`config.mk`:
```
export PLATFORM = sky130hd
export DESIGN_NAME = cssc_startup_ctrl
export DESIGN_NICKNAME = d
export VERILOG_FILES = /design/src/logic/cssc_startup_ctrl.v
export VERILOG_INCLUDE_DIRS = /design/src /design/src/logic
export SDC_FILE = /design/constraint.sdc
export NUM_CORES = 1
export LEC_CHECK = 0
export BUFFER_PORTS_ARGS = -buffer_cell sky130_fd_sc_hd__buf_2
export CAP_MARGIN = 15
export CORE_AREA = 2 2 69 71
export CTS_CLUSTER_DIAMETER = 80
export DETAILED_ROUTE_END_ITERATION = 10
export DIE_AREA = 0 0 71 73
export PLACE_DENSITY = 0.84
export SYNTH_ARGS = -nofsm -noshare
export SYNTH_HDL_FRONTEND = slang
export SYNTH_SLANG_ARGS = --single-unit
```
`constraint.sdc`:
```
create_clock -name clk -period 2.43 [get_ports clk]
set_input_delay 0.3645 -clock clk [delete_from_list [all_inputs] [get_ports clk]]
set_output_delay 0.3645 -clock clk [all_outputs]
set_load 0.01 [all_outputs]
```
`src/logic/cssc_defines.vh`:
```
// cssc_defines.vh: fuse codes, start-up counts and shipped fuse values
// for the clock source and start-up controller; definitions only
`ifndef CSSC_DEFINES_VH
`define CSSC_DEFINES_VH

// clock source select fuse codes (0 = programmed)
`define CSSC_SRC_EXT_CLK 4'h0
`define CSSC_SRC_RESERVED 4'h1
`define CSSC_SRC_CAL_RC 4'h2
`define CSSC_SRC_RC_128K 4'h3
`define CSSC_SRC_LF_XTAL_MIN 4'h4
`define CSSC_SRC_FS_XTAL_MIN 4'h6
`define CSSC_SRC_LP_XTAL_MIN 4'h8

// one-hot source class positions
`define CSSC_CLS_LP_XTAL 0
`define CSSC_CLS_FS_XTAL 1
`define CSSC_CLS_LF_XTAL 2
`define CSSC_CLS_RC_128K 3
`define CSSC_CLS_CAL_RC 4
`define CSSC_CLS_EXT_CLK 5
`define CSSC_CLS_RESERVED 6
`define CSSC_CLS_W 7

// time-out delay lengths in watchdog oscillator cycles
`define CSSC_TOUT_NONE 16'h0000
`define CSSC_TOUT_SHORT 16'h0200
`define CSSC_TOUT_LONG 16'h2000

// oscillator start-up lengths in selected oscillator cycles
`define CSSC_OSC_EXT 16'h0006
`define CSSC_OSC_258 16'h0102
`define CSSC_OSC_1K 16'h0400
`define CSSC_OSC_16K 16'h4000
`define CSSC_OSC_32K 16'h8000
`define CSSC_OSC_RESET_EXTRA 16'h000e

// system clock prescale when the divide-by-eight fuse is programmed
`define CSSC_DIV8_LAST 3'h7

// shipped fuse values
`define CSSC_SHIP_SRC 4'h2
`define CSSC_SHIP_SUT 2'h2
`define CSSC_SHIP_DIV8 1'b0

`endif

```
`src/logic/cssc_startup_ctrl.v`:
```
// cssc_startup_ctrl.v: clock source decode, start-up reset sequencing and
// clock domain gating, all on the single system clock clk.
// assumes oscillator cycles arrive as one-cycle tick pulses synchronous to
// clk, and that sleep control drives the domain run requests.
//
// What this block does
// - decode four source fuses into crystal, RC, external clock or reserved
// - a fuse bit at one is unprogrammed, at zero programmed
// - shipped fuses: calibrated RC, divide by eight, start-up 10, time-out on
// - hold internal reset for a time-out after other resets release
// - time-out counted in watchdog cycles, length chosen by fuses
// - time-out lengths are 0, 512 or 8192 watchdog cycles
// - time-out is a fixed count and never senses supply level
// - counter on selected oscillator holds reset for the start-up count
// - start-up count from 6 cycles external clock to 32K low-frequency crystal
// - start from reset applies time-out and oscillator start-up count
// - wake from power-save or power-down applies only the start-up count
// - selected source clock is routed to the module clock domains
// - unused domain clocks may be stopped by sleep modes
// - stopping the core domain halts core, register file and stack
// - peripheral domain clock runs timers, serial ports, interrupt unit
// - flash domain clock runs whenever the core domain clock runs
// - asynchronous timer domain keeps running during sleep
// - converter domain runs while core and peripheral clocks stop
// - source lsb and start-up fuses pick 258, 1K or 16K plus 14
// - programmed divide-by-eight fuse divides system clock by eight

`include "cssc_defines.vh"
`timescale 1ns/1ps
`default_nettype none

module cssc_startup_ctrl #(
    parameter CNT_W = 16
) (
    // clock and reset
    input wire clk,
    input wire rstn,
    // fuses, 0 = programmed
    input wire [3:0] clock_source_select_fuses,
    input wire [1:0] startup_delay_fuses,
    input wire divide_by_eight_fuse,
    // other reset sources and sleep wake-up
    input wire other_reset_active,
    input wire wake_from_sleep,
    // oscillator cycle ticks
    input wire wdt_osc_tick,
    input wire osc_tick,
    // domain run requests from sleep control, and the async oscillator tick
    input wire core_run_req,
    input wire io_run_req,
    input wire adc_run_req,
    input wire async_run_req,
    input wire async_osc_tick,
    // reset and status
    output reg internal_reset_n_reg,
    output reg startup_busy_reg,
    output reg [`CSSC_CLS_W-1:0] source_class_reg,
    // routed clock enables
    output reg system_clock_tick_reg,
    output reg core_domain_clock,
    output reg peripheral_domain_clock,
    output reg flash_domain_clock,
    output reg async_timer_clock,
    output reg converter_domain_clock
);

// ----------------------------------------------------------------
// decode functions
// ----------------------------------------------------------------
function [`CSSC_CLS_W-1:0] src_class;
    input [3:0] f;
    begin
        src_class = {`CSSC_CLS_W{1'b0}};
        if (f >= `CSSC_SRC_LP_XTAL_MIN) begin
            src_class[`CSSC_CLS_LP_XTAL] = 1'b1;
        end else if (f >= `CSSC_SRC_FS_XTAL_MIN) begin
            src_class[`CSSC_CLS_FS_XTAL] = 1'b1;
        end else if (f >= `CSSC_SRC_LF_XTAL_MIN) begin
            src_class[`CSSC_CLS_LF_XTAL] = 1'b1;
        end else if (f == `CSSC_SRC_RC_128K) begin
            src_class[`CSSC_CLS_RC_128K] = 1'b1;
        end else if (f == `CSSC_SRC_CAL_RC) begin
            src_class[`CSSC_CLS_CAL_RC] = 1'b1;
        end else if (f == `CSSC_SRC_EXT_CLK) begin
            src_class[`CSSC_CLS_EXT_CLK] = 1'b1;
        end else begin
            src_class[`CSSC_CLS_RESERVED] = 1'b1;
        end
    end
endfunction

function is_xtal;
    input [3:0] f;
    begin
        is_xtal = (f >= `CSSC_SRC_FS_XTAL_MIN);
    end
endfunction

// time-out length: a pure cycle count, no supply sensing
function [CNT_W-1:0] tout_len;
    input [3:0] f;
    input [1:0] sut;
    reg [2:0] key;
    begin
        key = {f[0], sut};
        tout_len = `CSSC_TOUT_LONG;
        if (is_xtal(f)) begin
            case (key)
                3'h0, 3'h3, 3'h6: tout_len = `CSSC_TOUT_SHORT;
                3'h2, 3'h5: tout_len = `CSSC_TOUT_NONE;
                default: tout_len = `CSSC_TOUT_LONG;
            endcase
        end else begin
            case (sut)
                2'h0: tout_len = `CSSC_TOUT_NONE;
                2'h1: tout_len = `CSSC_TOUT_SHORT;
                default: tout_len = `CSSC_TOUT_LONG;
            endcase
        end
    end
endfunction

// oscillator start-up length, without the extra cycles after reset
function [CNT_W-1:0] osc_len;
    input [3:0] f;
    input [1:0] sut;
    reg [2:0] key;
    begin
        key = {f[0], sut};
        osc_len = `CSSC_OSC_EXT;
        if (is_xtal(f)) begin
            case (key)
                3'h0, 3'h1: osc_len = `CSSC_OSC_258;
                3'h2, 3'h3, 3'h4: osc_len = `CSSC_OSC_1K;
                default: osc_len = `CSSC_OSC_16K;
            endcase
        end else if (f >= `CSSC_SRC_LF_XTAL_MIN) begin
            osc_len = `CSSC_OSC_32K;
        end else begin
            osc_len = `CSSC_OSC_EXT;
        end
    end
endfunction

// ----------------------------------------------------------------
// start-up sequencer
// ----------------------------------------------------------------
localparam [4:0] ST_LOAD = 5'h01;
localparam [4:0] ST_TOUT = 5'h02;
localparam [4:0] ST_OSC = 5'h04;
localparam [4:0] ST_RUN = 5'h08;
localparam [4:0] ST_WAKE = 5'h10;

reg [4:0] state_reg;
reg [3:0] src_fuse_reg;
reg [1:0] sut_fuse_reg;
reg div8_fuse_reg;
reg [CNT_W-1:0] cnt_reg;
reg [2:0] div_cnt_reg;

// fuses are latched while sequencing from reset, never under rstn
always @(posedge clk or negedge rstn) begin
    if (!rstn) begin
        src_fuse_reg <= `CSSC_SHIP_SRC;
        sut_fuse_reg <= `CSSC_SHIP_SUT;
        div8_fuse_reg <= `CSSC_SHIP_DIV8;
    end else if (state_reg == ST_LOAD) begin
        src_fuse_reg <= clock_source_select_fuses;
        sut_fuse_reg <= startup_delay_fuses;
        div8_fuse_reg <= divide_by_eight_fuse;
    end
end

always @(posedge clk or negedge rstn) begin
    if (!rstn) begin
        state_reg <= ST_LOAD;
        cnt_reg <= {CNT_W{1'b0}};
    end else if (other_reset_active) begin
        state_reg <= ST_LOAD;
        cnt_reg <= {CNT_W{1'b0}};
    end else begin
        case (state_reg)
            ST_LOAD: begin
                state_reg <= ST_TOUT;
                cnt_reg <= tout_len(clock_source_select_fuses,
                    startup_delay_fuses);
            end
            ST_TOUT: begin
                if (cnt_reg == {CNT_W{1'b0}}) begin
                    state_reg <= ST_OSC;
                    cnt_reg <= osc_len(src_fuse_reg, sut_fuse_reg)
                        + `CSSC_OSC_RESET_EXTRA;
                end else if (wdt_osc_tick) begin
                    cnt_reg <= cnt_reg - 1'b1;
                end
            end
            ST_OSC, ST_WAKE: begin
                if (cnt_reg == {CNT_W{1'b0}}) begin
                    state_reg <= ST_RUN;
                end else if (osc_tick) begin
                    cnt_reg <= cnt_reg - 1'b1;
                end
            end
            ST_RUN: begin
                if (wake_from_sleep) begin
                    state_reg <= ST_WAKE;
                    cnt_reg <= osc_len(src_fuse_reg, sut_fuse_reg);
                end
            end
            default: begin
                state_reg <= ST_LOAD;
                cnt_reg <= {CNT_W{1'b0}};
            end
        endcase
    end
end

// ----------------------------------------------------------------
// outputs and clock routing
// ----------------------------------------------------------------
wire running = (state_reg == ST_RUN);
wire sys_tick_next = osc_tick &
    (div8_fuse_reg || (div_cnt_reg == `CSSC_DIV8_LAST));

always @(posedge clk or negedge rstn) begin
    if (!rstn) begin
        internal_reset_n_reg <= 1'b0;
        startup_busy_reg <= 1'b1;
        source_class_reg <= {`CSSC_CLS_W{1'b0}};
        div_cnt_reg <= 3'h0;
        system_clock_tick_reg <= 1'b0;
        core_domain_clock <= 1'b0;
        peripheral_domain_clock <= 1'b0;
        flash_domain_clock <= 1'b0;
        async_timer_clock <= 1'b0;
        converter_domain_clock <= 1'b0;
    end else begin
        // reset held until both counts finish, not during wake
        internal_reset_n_reg <= ~(state_reg[0] | state_reg[1] |
            state_reg[2]) & ~other_reset_active;
        startup_busy_reg <= ~running;
        source_class_reg <= src_class(src_fuse_reg);
        if (osc_tick) begin
            div_cnt_reg <= div_cnt_reg + 1'b1;
        end
        system_clock_tick_reg <= sys_tick_next & running;
        core_domain_clock <= sys_tick_next & running &
            core_run_req;
        flash_domain_clock <= sys_tick_next & running &
            core_run_req;
        peripheral_domain_clock <= sys_tick_next & running &
            io_run_req;
        converter_domain_clock <= sys_tick_next & running &
            adc_run_req;
        async_timer_clock <= async_osc_tick & async_run_req &
            internal_reset_n_reg;
    end
end

endmodule

`default_nettype wire

```
* After elaboration in Yosys (flattened, before gate mapping) *
Cells that the tools add are included.

word-level totals
  logic and storage cells = 103
  input bits = 18
  register bits = 45

operators by class
  multiplexer cells = 33
  bitwise gates (word level) = 13
  $lt $le $gt $ge = 4
  equal/unequal tests = 23
  add/sub/neg operators = 3
  reduce and logical (&&, ||, !) cells = 13

operators by type and width
  cell                                                 number
  2-to-1 mux 16 bit                                    12
  one-hot mux 16 bit (4 select lines)                  1
  one-hot mux 14 bit (2 select lines)                  2
  one-hot mux 15 bit (2 select lines)                  1
  2-to-1 mux 5 bit                                     5
  one-hot mux 5 bit (4 select lines)                   1
  adder 16 x 4 -> 16 bit, second input constant        1
  zero test 16 bit                                     1
  subtractor 16 x 1 -> 16 bit, second input constant   1
  != test 3 bit, second input constant                 5
  equality test 3 x 2 -> 1 bit, second input constant  4
  equality test 3 bit, second input constant           4
  >= comparator 4 x 3 -> 1 bit, second input constant  3
  AND 1 bit                                            8
  equality test 4 x 2 -> 1 bit, second input constant  2
  2-to-1 mux 1 bit                                     7
  zero test 3 bit                                      2
  2-to-1 mux 6 bit                                     1
  OR reduction 2 bit                                   3
  OR reduction 3 bit                                   2
  equality test 5 x 1 -> 1 bit, second input constant  1
  equality test 5 x 2 -> 1 bit, second input constant  1
  equality test 5 x 3 -> 1 bit, second input constant  1
  equality test 5 x 4 -> 1 bit, second input constant  1
  16 further kinds                                     19

* Logic depth before layout (Yosys ltp) *
Gate-level depths: netlist of run 1.

  word-level depth = 11
  depth in mapped cells = 8
  gate-level depth less buffers = 7

* Worst setup path before layout of run 1 *
Ideal clock, no wire load.

  path kind = flip-flop to flip-flop
  start point = register state_reg[0]
  end point = register cnt_reg[8]
  stages on the path, launching flop included = 8
  arrival = 2,068 ps
  clock period less this slack = 2,188 ps
  setup time = 121 ps
  setup slack = 242 ps
  required time = 2,309 ps
  cells stage by stage = dfstp_2 buf_6 or4b_4 or3_4 o31ai_2 nor4_2 buf_6 a22o_1

between the ends
  word-level cells in the longest chain between the ends = 4

ends and longest elaborated chain
  element                                                                                       RTL line                 RTL
  start: declaration                                                                            cssc_startup_ctrl.v:154  reg [4:0] state_reg;
  start signal: assignment                                                                      cssc_startup_ctrl.v:176  state_reg <= ST_LOAD;
  start signal: assignment                                                                      cssc_startup_ctrl.v:179  state_reg <= ST_LOAD;
  start signal: assignment                                                                      cssc_startup_ctrl.v:184  state_reg <= ST_TOUT;
  equality test 5 x 3 -> 1 bit / equality test 5 bit (equally long branches)                    cssc_startup_ctrl.v:182  case (state_reg)
  OR reduction 2 bit                                                                            cssc_startup_ctrl.v:182
  != test 3 bit (no source line) / one-hot mux 16 bit (4 select lines) (equally long branches)  --
  AND reduction 4 bit (no source line) / 2-to-1 mux 16 bit (equally long branches)              --
  end signal: assignment                                                                        cssc_startup_ctrl.v:180  cnt_reg <= {CNT_W{1'b0}};
  end signal: assignment                                                                        cssc_startup_ctrl.v:185  cnt_reg <= tout_len(clock_source_select_fuses,
  end signal: assignment                                                                        cssc_startup_ctrl.v:191  cnt_reg <= osc_len(src_fuse_reg, sut_fuse_reg)
  end: declaration                                                                              cssc_startup_ctrl.v:158  reg [CNT_W-1:0] cnt_reg;

Several ways; a longest one is shown, not always the timed one.
A chain may end at the register's enable or synchronous reset.

* Worst setup path in the final report of run 1 *
  start point = register state_reg[3]
  end point = register cnt_reg[9]

The elaborated chain is that of the path after synthesis.

==> results of run 1 <==
-- worst max-delay path, cell delays in order, from the launching register on --
cell and delay [ps]:
dfrtp_1 400, or4b_4 570, or3_4 370, o31ai_2 420
nor4_4 100, buf_4 180, a22o_1 210
-- through the flow --
step	total power [W]	util	worst slack (ps)	instance area [µm²]	hold slack, ps
floorplan	0.002049	-	241.5	2455	68.91
CTS	0.003075	0.6378	115.6	2893	250.5
finish	0.003143	0.6439	74.92	2920	254.5
detailed placement	0.002470	0.6080	-69.88	2758	225.6
global route	0.003349	0.6439	-21.42	2920	253.3
global placement	0.002431	0.6080	42.79	2758	223.8
-- cells in the final DEF, fill, tap and decap left out, types with 2 or more instances in the layout --
cell type  netlist  routed
inv_6            0       2
a211oi_1         2       2
or4_1            5       5
nand2_1         12      12
buf_4            1      22
inv_1            6       6
dfrtp_1         41      41
clkbuf_8         0       5
nand4_1          5       5
mux2i_1          6       6
a21oi_1         11      10
ha_1             3       3
or2_2            2       2
or3b_2           3       3
nor2_1          13      13
nand3_1          4       4
nor4_2           4       3
or3_1            4       4
and3b_1          2       2
nor3_1           6       6
dfstp_2          4       4
nand2b_1         7       7
o21ai_0          7       7
xor2_1           3       3
buf_2            3      32
and2_1           3       3
and3_1           4       4
o211ai_1         9       9
and4_1           2       2
mux2_2           9       9
nor4_1           6       6
nor4b_1          2       2
a22o_1          11      11
o22ai_1          6       6
-- kinds of logic after synthesis --
logic type	share of synthesized area
buf+inv	0.03669
xor+xnor	0.01071
simple gates	0.2365
fa+ha+maj	0.01529
compound gates	0.1743
mux	0.06575
flops	0.4608
-- final cells by class --
type,count,area share
Timing Repair Buffer,55,0.1148
Sequential cell,45,0.3873
Clock inverter,3,0.01628
Tap cell,54,0.02314
Inverter,6,0.007712
Multi-Input combinational cell,173,0.4272
Clock buffer,5,0.02356
-- layer usage --
| metal | global-route usage | vias up |
|---|---|---|
| li1 | - | 998 |
| met2 | 0.3666 | 115 |
| met5 | 0 | - |
| met4 | 0.1069 | 0 |
| met1 | 0.3160 | 1020 |
| met3 | 0.06077 | 20 |
-- worst paths after layout --
check	to	depth (start not counted)
worst max-delay path	cnt_reg[9]	6
worst min-delay path	converter_domain_clock	2
worst max register to register	cnt_reg[9]	6
worst min register to register	div_cnt_reg[0]	1
max in group asynchronous	state_reg[0]	3
min in group asynchronous	cnt_reg[7]	2
-- repair_timing --
action | in CTS | in global routing
hold buffers | 1 | 0
gates resized for setup | 1 | 3
pin swaps | 0 | 2
endpoints found under the hold margin | 7 | 0
buffers inserted | 0 | 3
setup endpoints to repair | 11 | 16
-- report_power, final --
| part | switching (W) | internal, W |
|---|---|---|
| Sequential | 0.000165 | 0.000940 |
| Clock | 0.000272 | 0.000314 |
| Combinational | 0.000764 | 0.000688 |
| Total | 0.00120 | 0.00194 |
==> impl_metrics.tcl, run 1 <==
set metrics [dict create \
    die_area_um2 5183 \
    synthTopCellsByArea "dfrtp_1 (42%), dfstp_2 (4.3%), mux2_2 (4.1%)" \
    synth-seq-area-share 0.4608 \
    grt_pass1_vias 2013 \
    syn_nets 255 \
    skew_ps 5.480 \
    area.growth.synth_to_final_pct 18.96 \
    vdd_drop_max_mv 0.7407 \
    gr-total-overflow 0 \
    hold_viol_final 0 \
    synth_area_um2 2455 \
    dp_hpwl_mm 4.116 \
    grt_first_pass_wirelength_mm 9.549 \
    multiInputGateArea_um2 1247 \
    gp_congestion 0.9565 \
    die_h_um 73 \
    ant_nets 0 \
    timing.rr.start "state_reg[3]" \
    startpoint "state_reg[3]" \
    setup_viol 0 \
    slew_violations 0 \
    clk_latency_ps 310 \
    worstPathMaxFanout 5 \
    routed.top_layer "met4" \
    syn_inst 234 \
    cp.required_ps 2630 \
    routed_wl_mm 5.678 \
    wl_met2_mm 2.653 \
    p_per_area_nw_per_um2 1076 \
    clock_sinks 45 \
    synth_common_cells "dfrtp_1 (41), nor2_1 (13), nand2_1 (12), a21oi_1 (11), a22o_1 (11)" \
    leakagePower_nw 1.410 \
    wl_met1_mm 2.365 \
    io_pins 33 \
    grt_max_degree 23 \
    hp-class "in2reg" \
    synth_edf_count 0 \
    htreeDepth 2 \
    yosys_most_used_dff "dfrtp_1" \
    start_kind "flip-flop" \
    max_freq_mhz 424.6 \
    maxCapViolations 0 \
    cts-root-buf "clkbuf_8" \
    max_slew_margin 0.6423 \
    cp.arrival_ps 2550 \
    ys_ff_latch 45 \
    fin_cells 341 \
    wl_met3_um 494 \
    tightestPinTransition_ps 531.7 \
    antenna_found_initial 0 \
    yosysTopAreaCellShare 0.4179 \
    rrSetupSlack_ps 70 \
    cts_buffer_depth 2 \
    diodes 0 \
    layout_worst_path_cycle_share 0.9692 \
    clk_pin_slew_ps 90 \
    syn_avg_cell_area_um2 10.49 \
    rows 25 \
    nets 307 \
    drc_errors 0 \
    drive_above_1_share 0.3171 \
    via_per_inst 6.314 \
    dp_cells 329 \
    start_util 0.5412 \
    routed-via-count 2153 \
    critical_path_class "reg2reg" \
    die_w_um 71 \
    largest_reg_flops 16 \
    worstHoldStart "adc_run_req" \
    ys_warn_count 0 \
    synth.distinct_cells 54 \
    io_buffers 32 \
    cts_buffers 5 \
    yosys.area.top_type "dfrtp_1" \
    async_flop_share 1.000 \
    cts_tree "built" \
    tns_ps 0 \
    grt_util_all_layers 0.2370 \
    ff_latch_area_um2 1131 \
    yosys.cell_count.top_type "dfrtp_1" \
    n_fill_cell 346 \
    drt_iter0_drc 213 \
    rsz0062_at_grt "true" \
    min_period_ps 2355 \
    end_kind "flip-flop" \
    drtPass1Iterations 5 \
    core_um2 4536 \
    outcome "completed" \
    wire_per_inst_um 16.65 \
]
No activity file was read; power rests on OpenSTA's default activity.
==> inputs of run 2 (changes only) <==
--- a/config.mk
+++ b/config.mk
@@ -6,13 +6,14 @@
 export SDC_FILE = /design/constraint.sdc
 export NUM_CORES = 1
 export LEC_CHECK = 0
+export ABC_AREA = 1
 export BUFFER_PORTS_ARGS = -buffer_cell sky130_fd_sc_hd__buf_2
 export CAP_MARGIN = 15
-export CORE_AREA = 2 2 69 71
+export CORE_AREA = 2 2 70 72
 export CTS_CLUSTER_DIAMETER = 80
 export DETAILED_ROUTE_END_ITERATION = 10
-export DIE_AREA = 0 0 71 73
-export PLACE_DENSITY = 0.84
+export DIE_AREA = 0 0 72 74
+export PLACE_DENSITY = 0.85
 export SYNTH_ARGS = -nofsm -noshare
 export SYNTH_HDL_FRONTEND = slang
 export SYNTH_SLANG_ARGS = --single-unit
==> run 2 against run 1 <==
Compared with the run above:
- global-route usage grew 0.96 points
- fmax is 17% higher
- sequential share of layout area up 0.76 points
- hold slack got worse by 220 ps
- combinational power decreased by 10%
- highest routed layer unchanged
==> impl_metrics.tcl, run 2 <==
set metrics [dict create \
    outcome "completed" \
    dp_hpwl_mm 4.429 \
    reg2reg_depth 9 \
    vdd_drop_max_mv 0.6539 \
    gr-total-overflow 0 \
    holdWs_ps 33.71 \
    rsz0062_at_grt "false" \
    layout_commonest_cell "nand2_1" \
    clk_pin_slew_ps 100 \
    cts-resized-gates 0 \
    max_freq_mhz 495.0 \
    startpoint "state_reg[4]" \
    setup_viol 0 \
    switching_power_w 0.001281 \
    ys_ff_latch 45 \
    rrSetupSlack_ps 410 \
    io_pins 33 \
    end_kind "flip-flop" \
    endpoint "cnt_reg[0]" \
    fin_util 0.6229 \
    regToRegEndpoint "cnt_reg[0]" \
    power_w 0.002881 \
    grt_pass1_vias 2274 \
    ant_nets 0 \
    antenna_found_initial 0 \
    synth_edf_count 0 \
    grt_first_pass_wirelength_mm 10.21 \
    p_per_area_nw_per_um2 1006 \
    use_met3 0.03794 \
    layout_worst_path_cycle_share 0.8313 \
    cts_tree "built" \
    hp-class "in2async" \
    drc_errors 0 \
    cts_buffer_depth 2 \
    routed-via-count 2364 \
    routed_wl_mm 5.964 \
    leakagePower_nw 1.632 \
    worstPathMaxFanout 11 \
    gp_congestion 0.9477 \
    p_clk_frac 0.178 \
    synth-seq-area-share 0.4395 \
    synth_common_cells "nand2_1 (122), nand3_1 (42), dfrtp_1 (41), nor2_1 (37), inv_1 (31)" \
    skew_ps 9.113 \
    wire_per_inst_um 13.62 \
    swShare 0.4446 \
    io_buffers 32 \
    syn_nets 370 \
    syn_inst 349 \
    cts_hold_buf 0 \
    synth_area_um2 2574 \
    cts_buffers 5 \
    start_kind "flip-flop" \
    grt_util_all_layers 0.2466 \
    yosysTopAreaCellShare 0.3986 \
    clk_latency_ps 300 \
    async_flop_share 1.000 \
    gr-usage-met1 0.3171 \
    drtPass1Iterations 5 \
    syn_avg_cell_area_um2 7.375 \
    yosys_most_used_dff "dfrtp_1" \
    die_h_um 74 \
    internal_power_w 0.001600 \
    maxCapViolations 0 \
    grt_max_degree 24 \
    synth.distinct_cells 32 \
    htreeDepth 2 \
    critical_path_class "reg2reg" \
    min_period_ps 2020 \
    rows 25 \
    die_area_um2 5328 \
    ys_warn_count 0 \
    final_cell_mix "nand2_1 (122), nand3_1 (42), dfrtp_1 (41), nor2_1 (37), buf_2 (32)" \
    start_util 0.5597 \
    tightestPinTransition_ps 543.3 \
    dp_cells 430 \
    largest_reg_flops 16 \
    core_um2 4598 \
    drive_above_1_share 0.1667 \
    cp.required_ps 2670 \
    max_slew_margin 0.6378 \
    timing.rr.start "state_reg[4]" \
    die_w_um 72 \
    fin_cells 438 \
    cts-root-buf "clkbuf_8" \
    nets 404 \
    synthTopCellsByArea "dfrtp_1 (40%), nand2_1 (18%), nand3_1 (8.2%)" \
    drt_iter0_drc 187 \
    pwr-share-comb 0.453 \
    grt_use_met2 0.4280 \
    gr-max-usage-layer "met2" \
    yosys.cell_count.top_type "nand2_1" \
    clock_sinks 45 \
    area.growth.synth_to_final_pct 11.28 \
    via_per_inst 5.397 \
    yosys.area.top_type "dfrtp_1" \
    hold_viol_final 0 \
    cp.arrival_ps 2260 \
    tns_ps 0 \
    seqPwrFrac 0.369 \
    slew_violations 0 \
    diodes 0 \
    post_cts_buffers 0 \
]
[run 2: changes by cell type after synthesis, sizes merged, moves of 10 or more]
cell,previous run,this run
nor2,14,42
a22o,11,0
a21oi,11,1
nand3,4,43
nand2,12,125
inv,6,36
[run 2: final cells by class]
class,instances,area [µm²]
Clock buffer,6,82.58
Clock inverter,2,17.52
Fill cell,387,1734
Inverter,36,137.6
Multi-Input combinational cell,262,1260
Sequential cell,45,1131
Tap cell,54,67.56
Timing Repair Buffer,33,167.7
[run 2: cell families (layout without fill, tap and decap cells)]
kind of cell             after synthesis  count (layout)  synth area share
multiplexers                           2               2          0.008750
AND/OR/NAND/NOR                      231             231            0.3991
XOR/XNOR                               7               7           0.02382
adder cells (fa/ha/maj)                3               3           0.01459
AO/OA/AOI/OAI                         19              19           0.04327
buffers and inverters                 42              77           0.07098
flip-flops                            45              45            0.4395
[run 2: power by group through the flow]
stage / registers (W) / clock network [W] / logic (W)
2_1_floorplan: 0.00107 / 0 / 0.000958
3_3_place_gp: 0.00107 / 0 / 0.00124
3_5_place_dp: 0.00108 / 0 / 0.00128
4_1_cts: 0.00106 / 0.000520 / 0.00130
5_1_grt: 0.00108 / 0.000550 / 0.00149
6_report: 0.00106 / 0.000513 / 0.00130
[run 2: critical path: stages, from the launching register on]
cell,delay (ps)
dfrtp_1,420
nor2_1,190
nand4_1,290
inv_2,280
nand2_1,100
nand2_2,180
inv_1,60
nor2_1,230
nand3_1,120
nand2_1,80
[run 2: worst min-delay path by stage]
stage,from,endpoint,slack (ps),cells past startpoint
final,rstn,source_class_reg[5],30,1
after global routing,rstn,source_class_reg[5],70,1
after CTS,rstn,source_class_reg[5],40,1
after detailed placement,rstn,source_class_reg[5],370,1
after global placement,rstn,source_class_reg[5],370,1
after floorplan,rstn,async_timer_clock,70,0
[run 2: stage by stage]
step / instance area (µm²) / worst slack (ps)
after floorplan: 2574 / 723.3
after global placement: 2764 / 530.5
after detailed placement: 2764 / 464.4
after CTS: 2864 / 431.5
after global routing: 2864 / 222.6
final: 2864 / 410.0
[run 2: metal layers]
layer	part of all wire	vias up	wire length (µm)
li1	-	1181	-
met5	0	-	0
met1	0.44	1092	2616
met4	0.022	0	134
met2	0.50	78	2954
met3	0.043	13	259
==> inputs of run 3 (changes only) <==
--- a/config.mk
+++ b/config.mk
@@ -6,14 +6,14 @@
 export SDC_FILE = /design/constraint.sdc
 export NUM_CORES = 1
 export LEC_CHECK = 0
-export ABC_AREA = 1
+export ABC_AREA = 0
 export BUFFER_PORTS_ARGS = -buffer_cell sky130_fd_sc_hd__buf_2
 export CAP_MARGIN = 15
-export CORE_AREA = 2 2 70 72
+export CORE_AREA = 2 2 72 74
 export CTS_CLUSTER_DIAMETER = 80
 export DETAILED_ROUTE_END_ITERATION = 10
-export DIE_AREA = 0 0 72 74
-export PLACE_DENSITY = 0.85
+export DIE_AREA = 0 0 74 76
+export PLACE_DENSITY = 0.82
 export SYNTH_ARGS = -nofsm -noshare
 export SYNTH_HDL_FRONTEND = slang
 export SYNTH_SLANG_ARGS = --single-unit
==> constraint.sdc (replaced) <==
create_clock -name clk -period 1.7 [get_ports clk]
set_input_delay 0.255 -clock clk [delete_from_list [all_inputs] [get_ports clk]]
set_output_delay 0.255 -clock clk [all_outputs]
set_load 0.01 [all_outputs]
==> run 3 against run 2 <==
Compared with the run above:
- the flow now finishes with violations (negative setup slack)
- register-to-register slack lost 920 ps
- non-clock buffer count rose by 66
- clock skew is 0.50 ps higher
- worst setup slack lost 920 ps
- largest power group unchanged
==> impl_metrics.tcl, run 3 (same netlist as run 1, synthesis figures left out) <==
set metrics [dict create \
    start_kind "flip-flop" \
    max_slew_margin 0.6240 \
    slew_violations 0 \
    drive_above_1_share 0.4804 \
    grt_first_pass_wirelength_mm 11.40 \
    maxCapViolations 0 \
    start_util 0.4997 \
    fin_util 0.7066 \
    wire_per_inst_um 19.23 \
    layout_commonest_cell "buf_4" \
    setup_viol 19 \
    cts_tree "built" \
    die_h_um 76 \
    dp_hpwl_mm 4.491 \
    grt_pass1_vias 2353 \
    cts_buffers 5 \
    cts-root-buf "clkbuf_8" \
    multiInputGateArea_um2 1400 \
    hp-class "in2async" \
    vdd_drop_max_mv 0.6150 \
    skew_ps 9.613 \
    rrSetupSlack_ps -510 \
    max_freq_mhz 452.4 \
    rsz0062_at_grt "true" \
    gp_congestion 0.8700 \
    die_w_um 74 \
    p_per_area_nw_per_um2 1606 \
    tightestPinTransition_ps 564.0 \
    rows 26 \
    drc_errors 0 \
    final_cell_mix "buf_4 (57), dfrtp_1 (41), buf_2 (32)" \
    nets 351 \
    ff_latch_area_um2 1131 \
    dp_cells 386 \
    end_kind "flip-flop" \
    largest_reg_flops 16 \
    timing.rr.start "state_reg[0]" \
    antenna_found_initial 0 \
    io_buffers 32 \
    fin_cells 401 \
    htreeDepth 2 \
    ant_nets 0 \
    violations "negative setup slack" \
    drt_iter0_drc 345 \
    setup_ws_ps -510.6 \
    area.growth.synth_to_final_pct 41.39 \
    hold_viol_final 0 \
    critical_path_class "reg2reg" \
    clk_pin_slew_ps 90 \
    holdWs_ps 20.59 \
    drtPass1Iterations 6 \
    clk_latency_ps 310 \
    outcome "complete, but fails checks" \
    n_fill_cell 312 \
    cp.required_ps 1950 \
    worstPathMaxFanout 7 \
    io_pins 33 \
    gr-total-overflow 0 \
    die_area_um2 5624 \
    layout_worst_path_cycle_share 1.300 \
    routed-via-count 2490 \
    cts_buffer_depth 2 \
    min_period_ps 2211 \
    clock_sinks 45 \
    via_per_inst 6.209 \
    routed_wl_mm 7.710 \
    diodes 0 \
    grt_max_degree 46 \
    startpoint "state_reg[0]" \
    placed_area_um2 3098 \
    core_um2 4912 \
    leakagePower_nw 1.675 \
    fin_area_um2 3471 \
    cp.arrival_ps 2460 \
    grt_util_all_layers 0.2592 \
]
run 3: cell type report:
cell class / count / area share
Sequential cell: 45 / 0.3259
Clock buffer: 6 / 0.02379
Tap cell: 70 / 0.02523
Clock inverter: 2 / 0.01081
Inverter: 6 / 0.006489
Timing Repair Buffer: 99 / 0.2044
Multi-Input combinational cell: 173 / 0.4034
run 3: final timing paths:
check,end,cells past startpoint
worst max-delay path,cnt_reg[8],8
worst min-delay path,state_reg[3],2
worst max register to register,cnt_reg[8],8
worst min register to register,div_cnt_reg[0],1
max in group asynchronous,startup_busy_reg,2
min in group clk,flash_domain_clock,2
run 3: critical path: stages, from the launching register on:
cell and delay [ps]:
dfstp_2 380, or4b_4 540, buf_6 130, buf_6 110, nor2_4 100, and3b_1 240
nor4_4 300, buf_6 180, a22o_1 160
run 3: timing repair:
item	CTS	global route
hold endpoints to repair	0	0
resized for setup	21	27
pin swaps	8	9
setup endpoints to repair	19	24
buffers inserted	2	8
hold buffers	0	0
run 3: through the flow:
stage / power (W) / worst slack, ps / setup TNS [ps]
after floorplan: 0.002929 / -488.5 / -7334
after global placement: 0.003935 / -705.1 / -10030
after detailed placement: 0.004012 / -749.8 / -10750
after CTS: 0.005116 / -461.5 / -6283
after global routing: 0.005852 / -568.9 / -9568
final: 0.005575 / -510.6 / -8206
run 3: per-layer routing:
layer | share of wire | wire length (µm) | track usage
met3 | 0.072 | 556 | 0.04762
met4 | 0.047 | 363 | 0.1109
met1 | 0.39 | 2999 | 0.3353
met2 | 0.49 | 3791 | 0.4179
met5 | 0 | 0 | 0
run 3: power by group:
group | internal, W | switching (W)
logic | 0.00161 | 0.00156
clock network | 0.000478 | 0.000396
registers | 0.00134 | 0.000184
total | 0.00344 | 0.00214
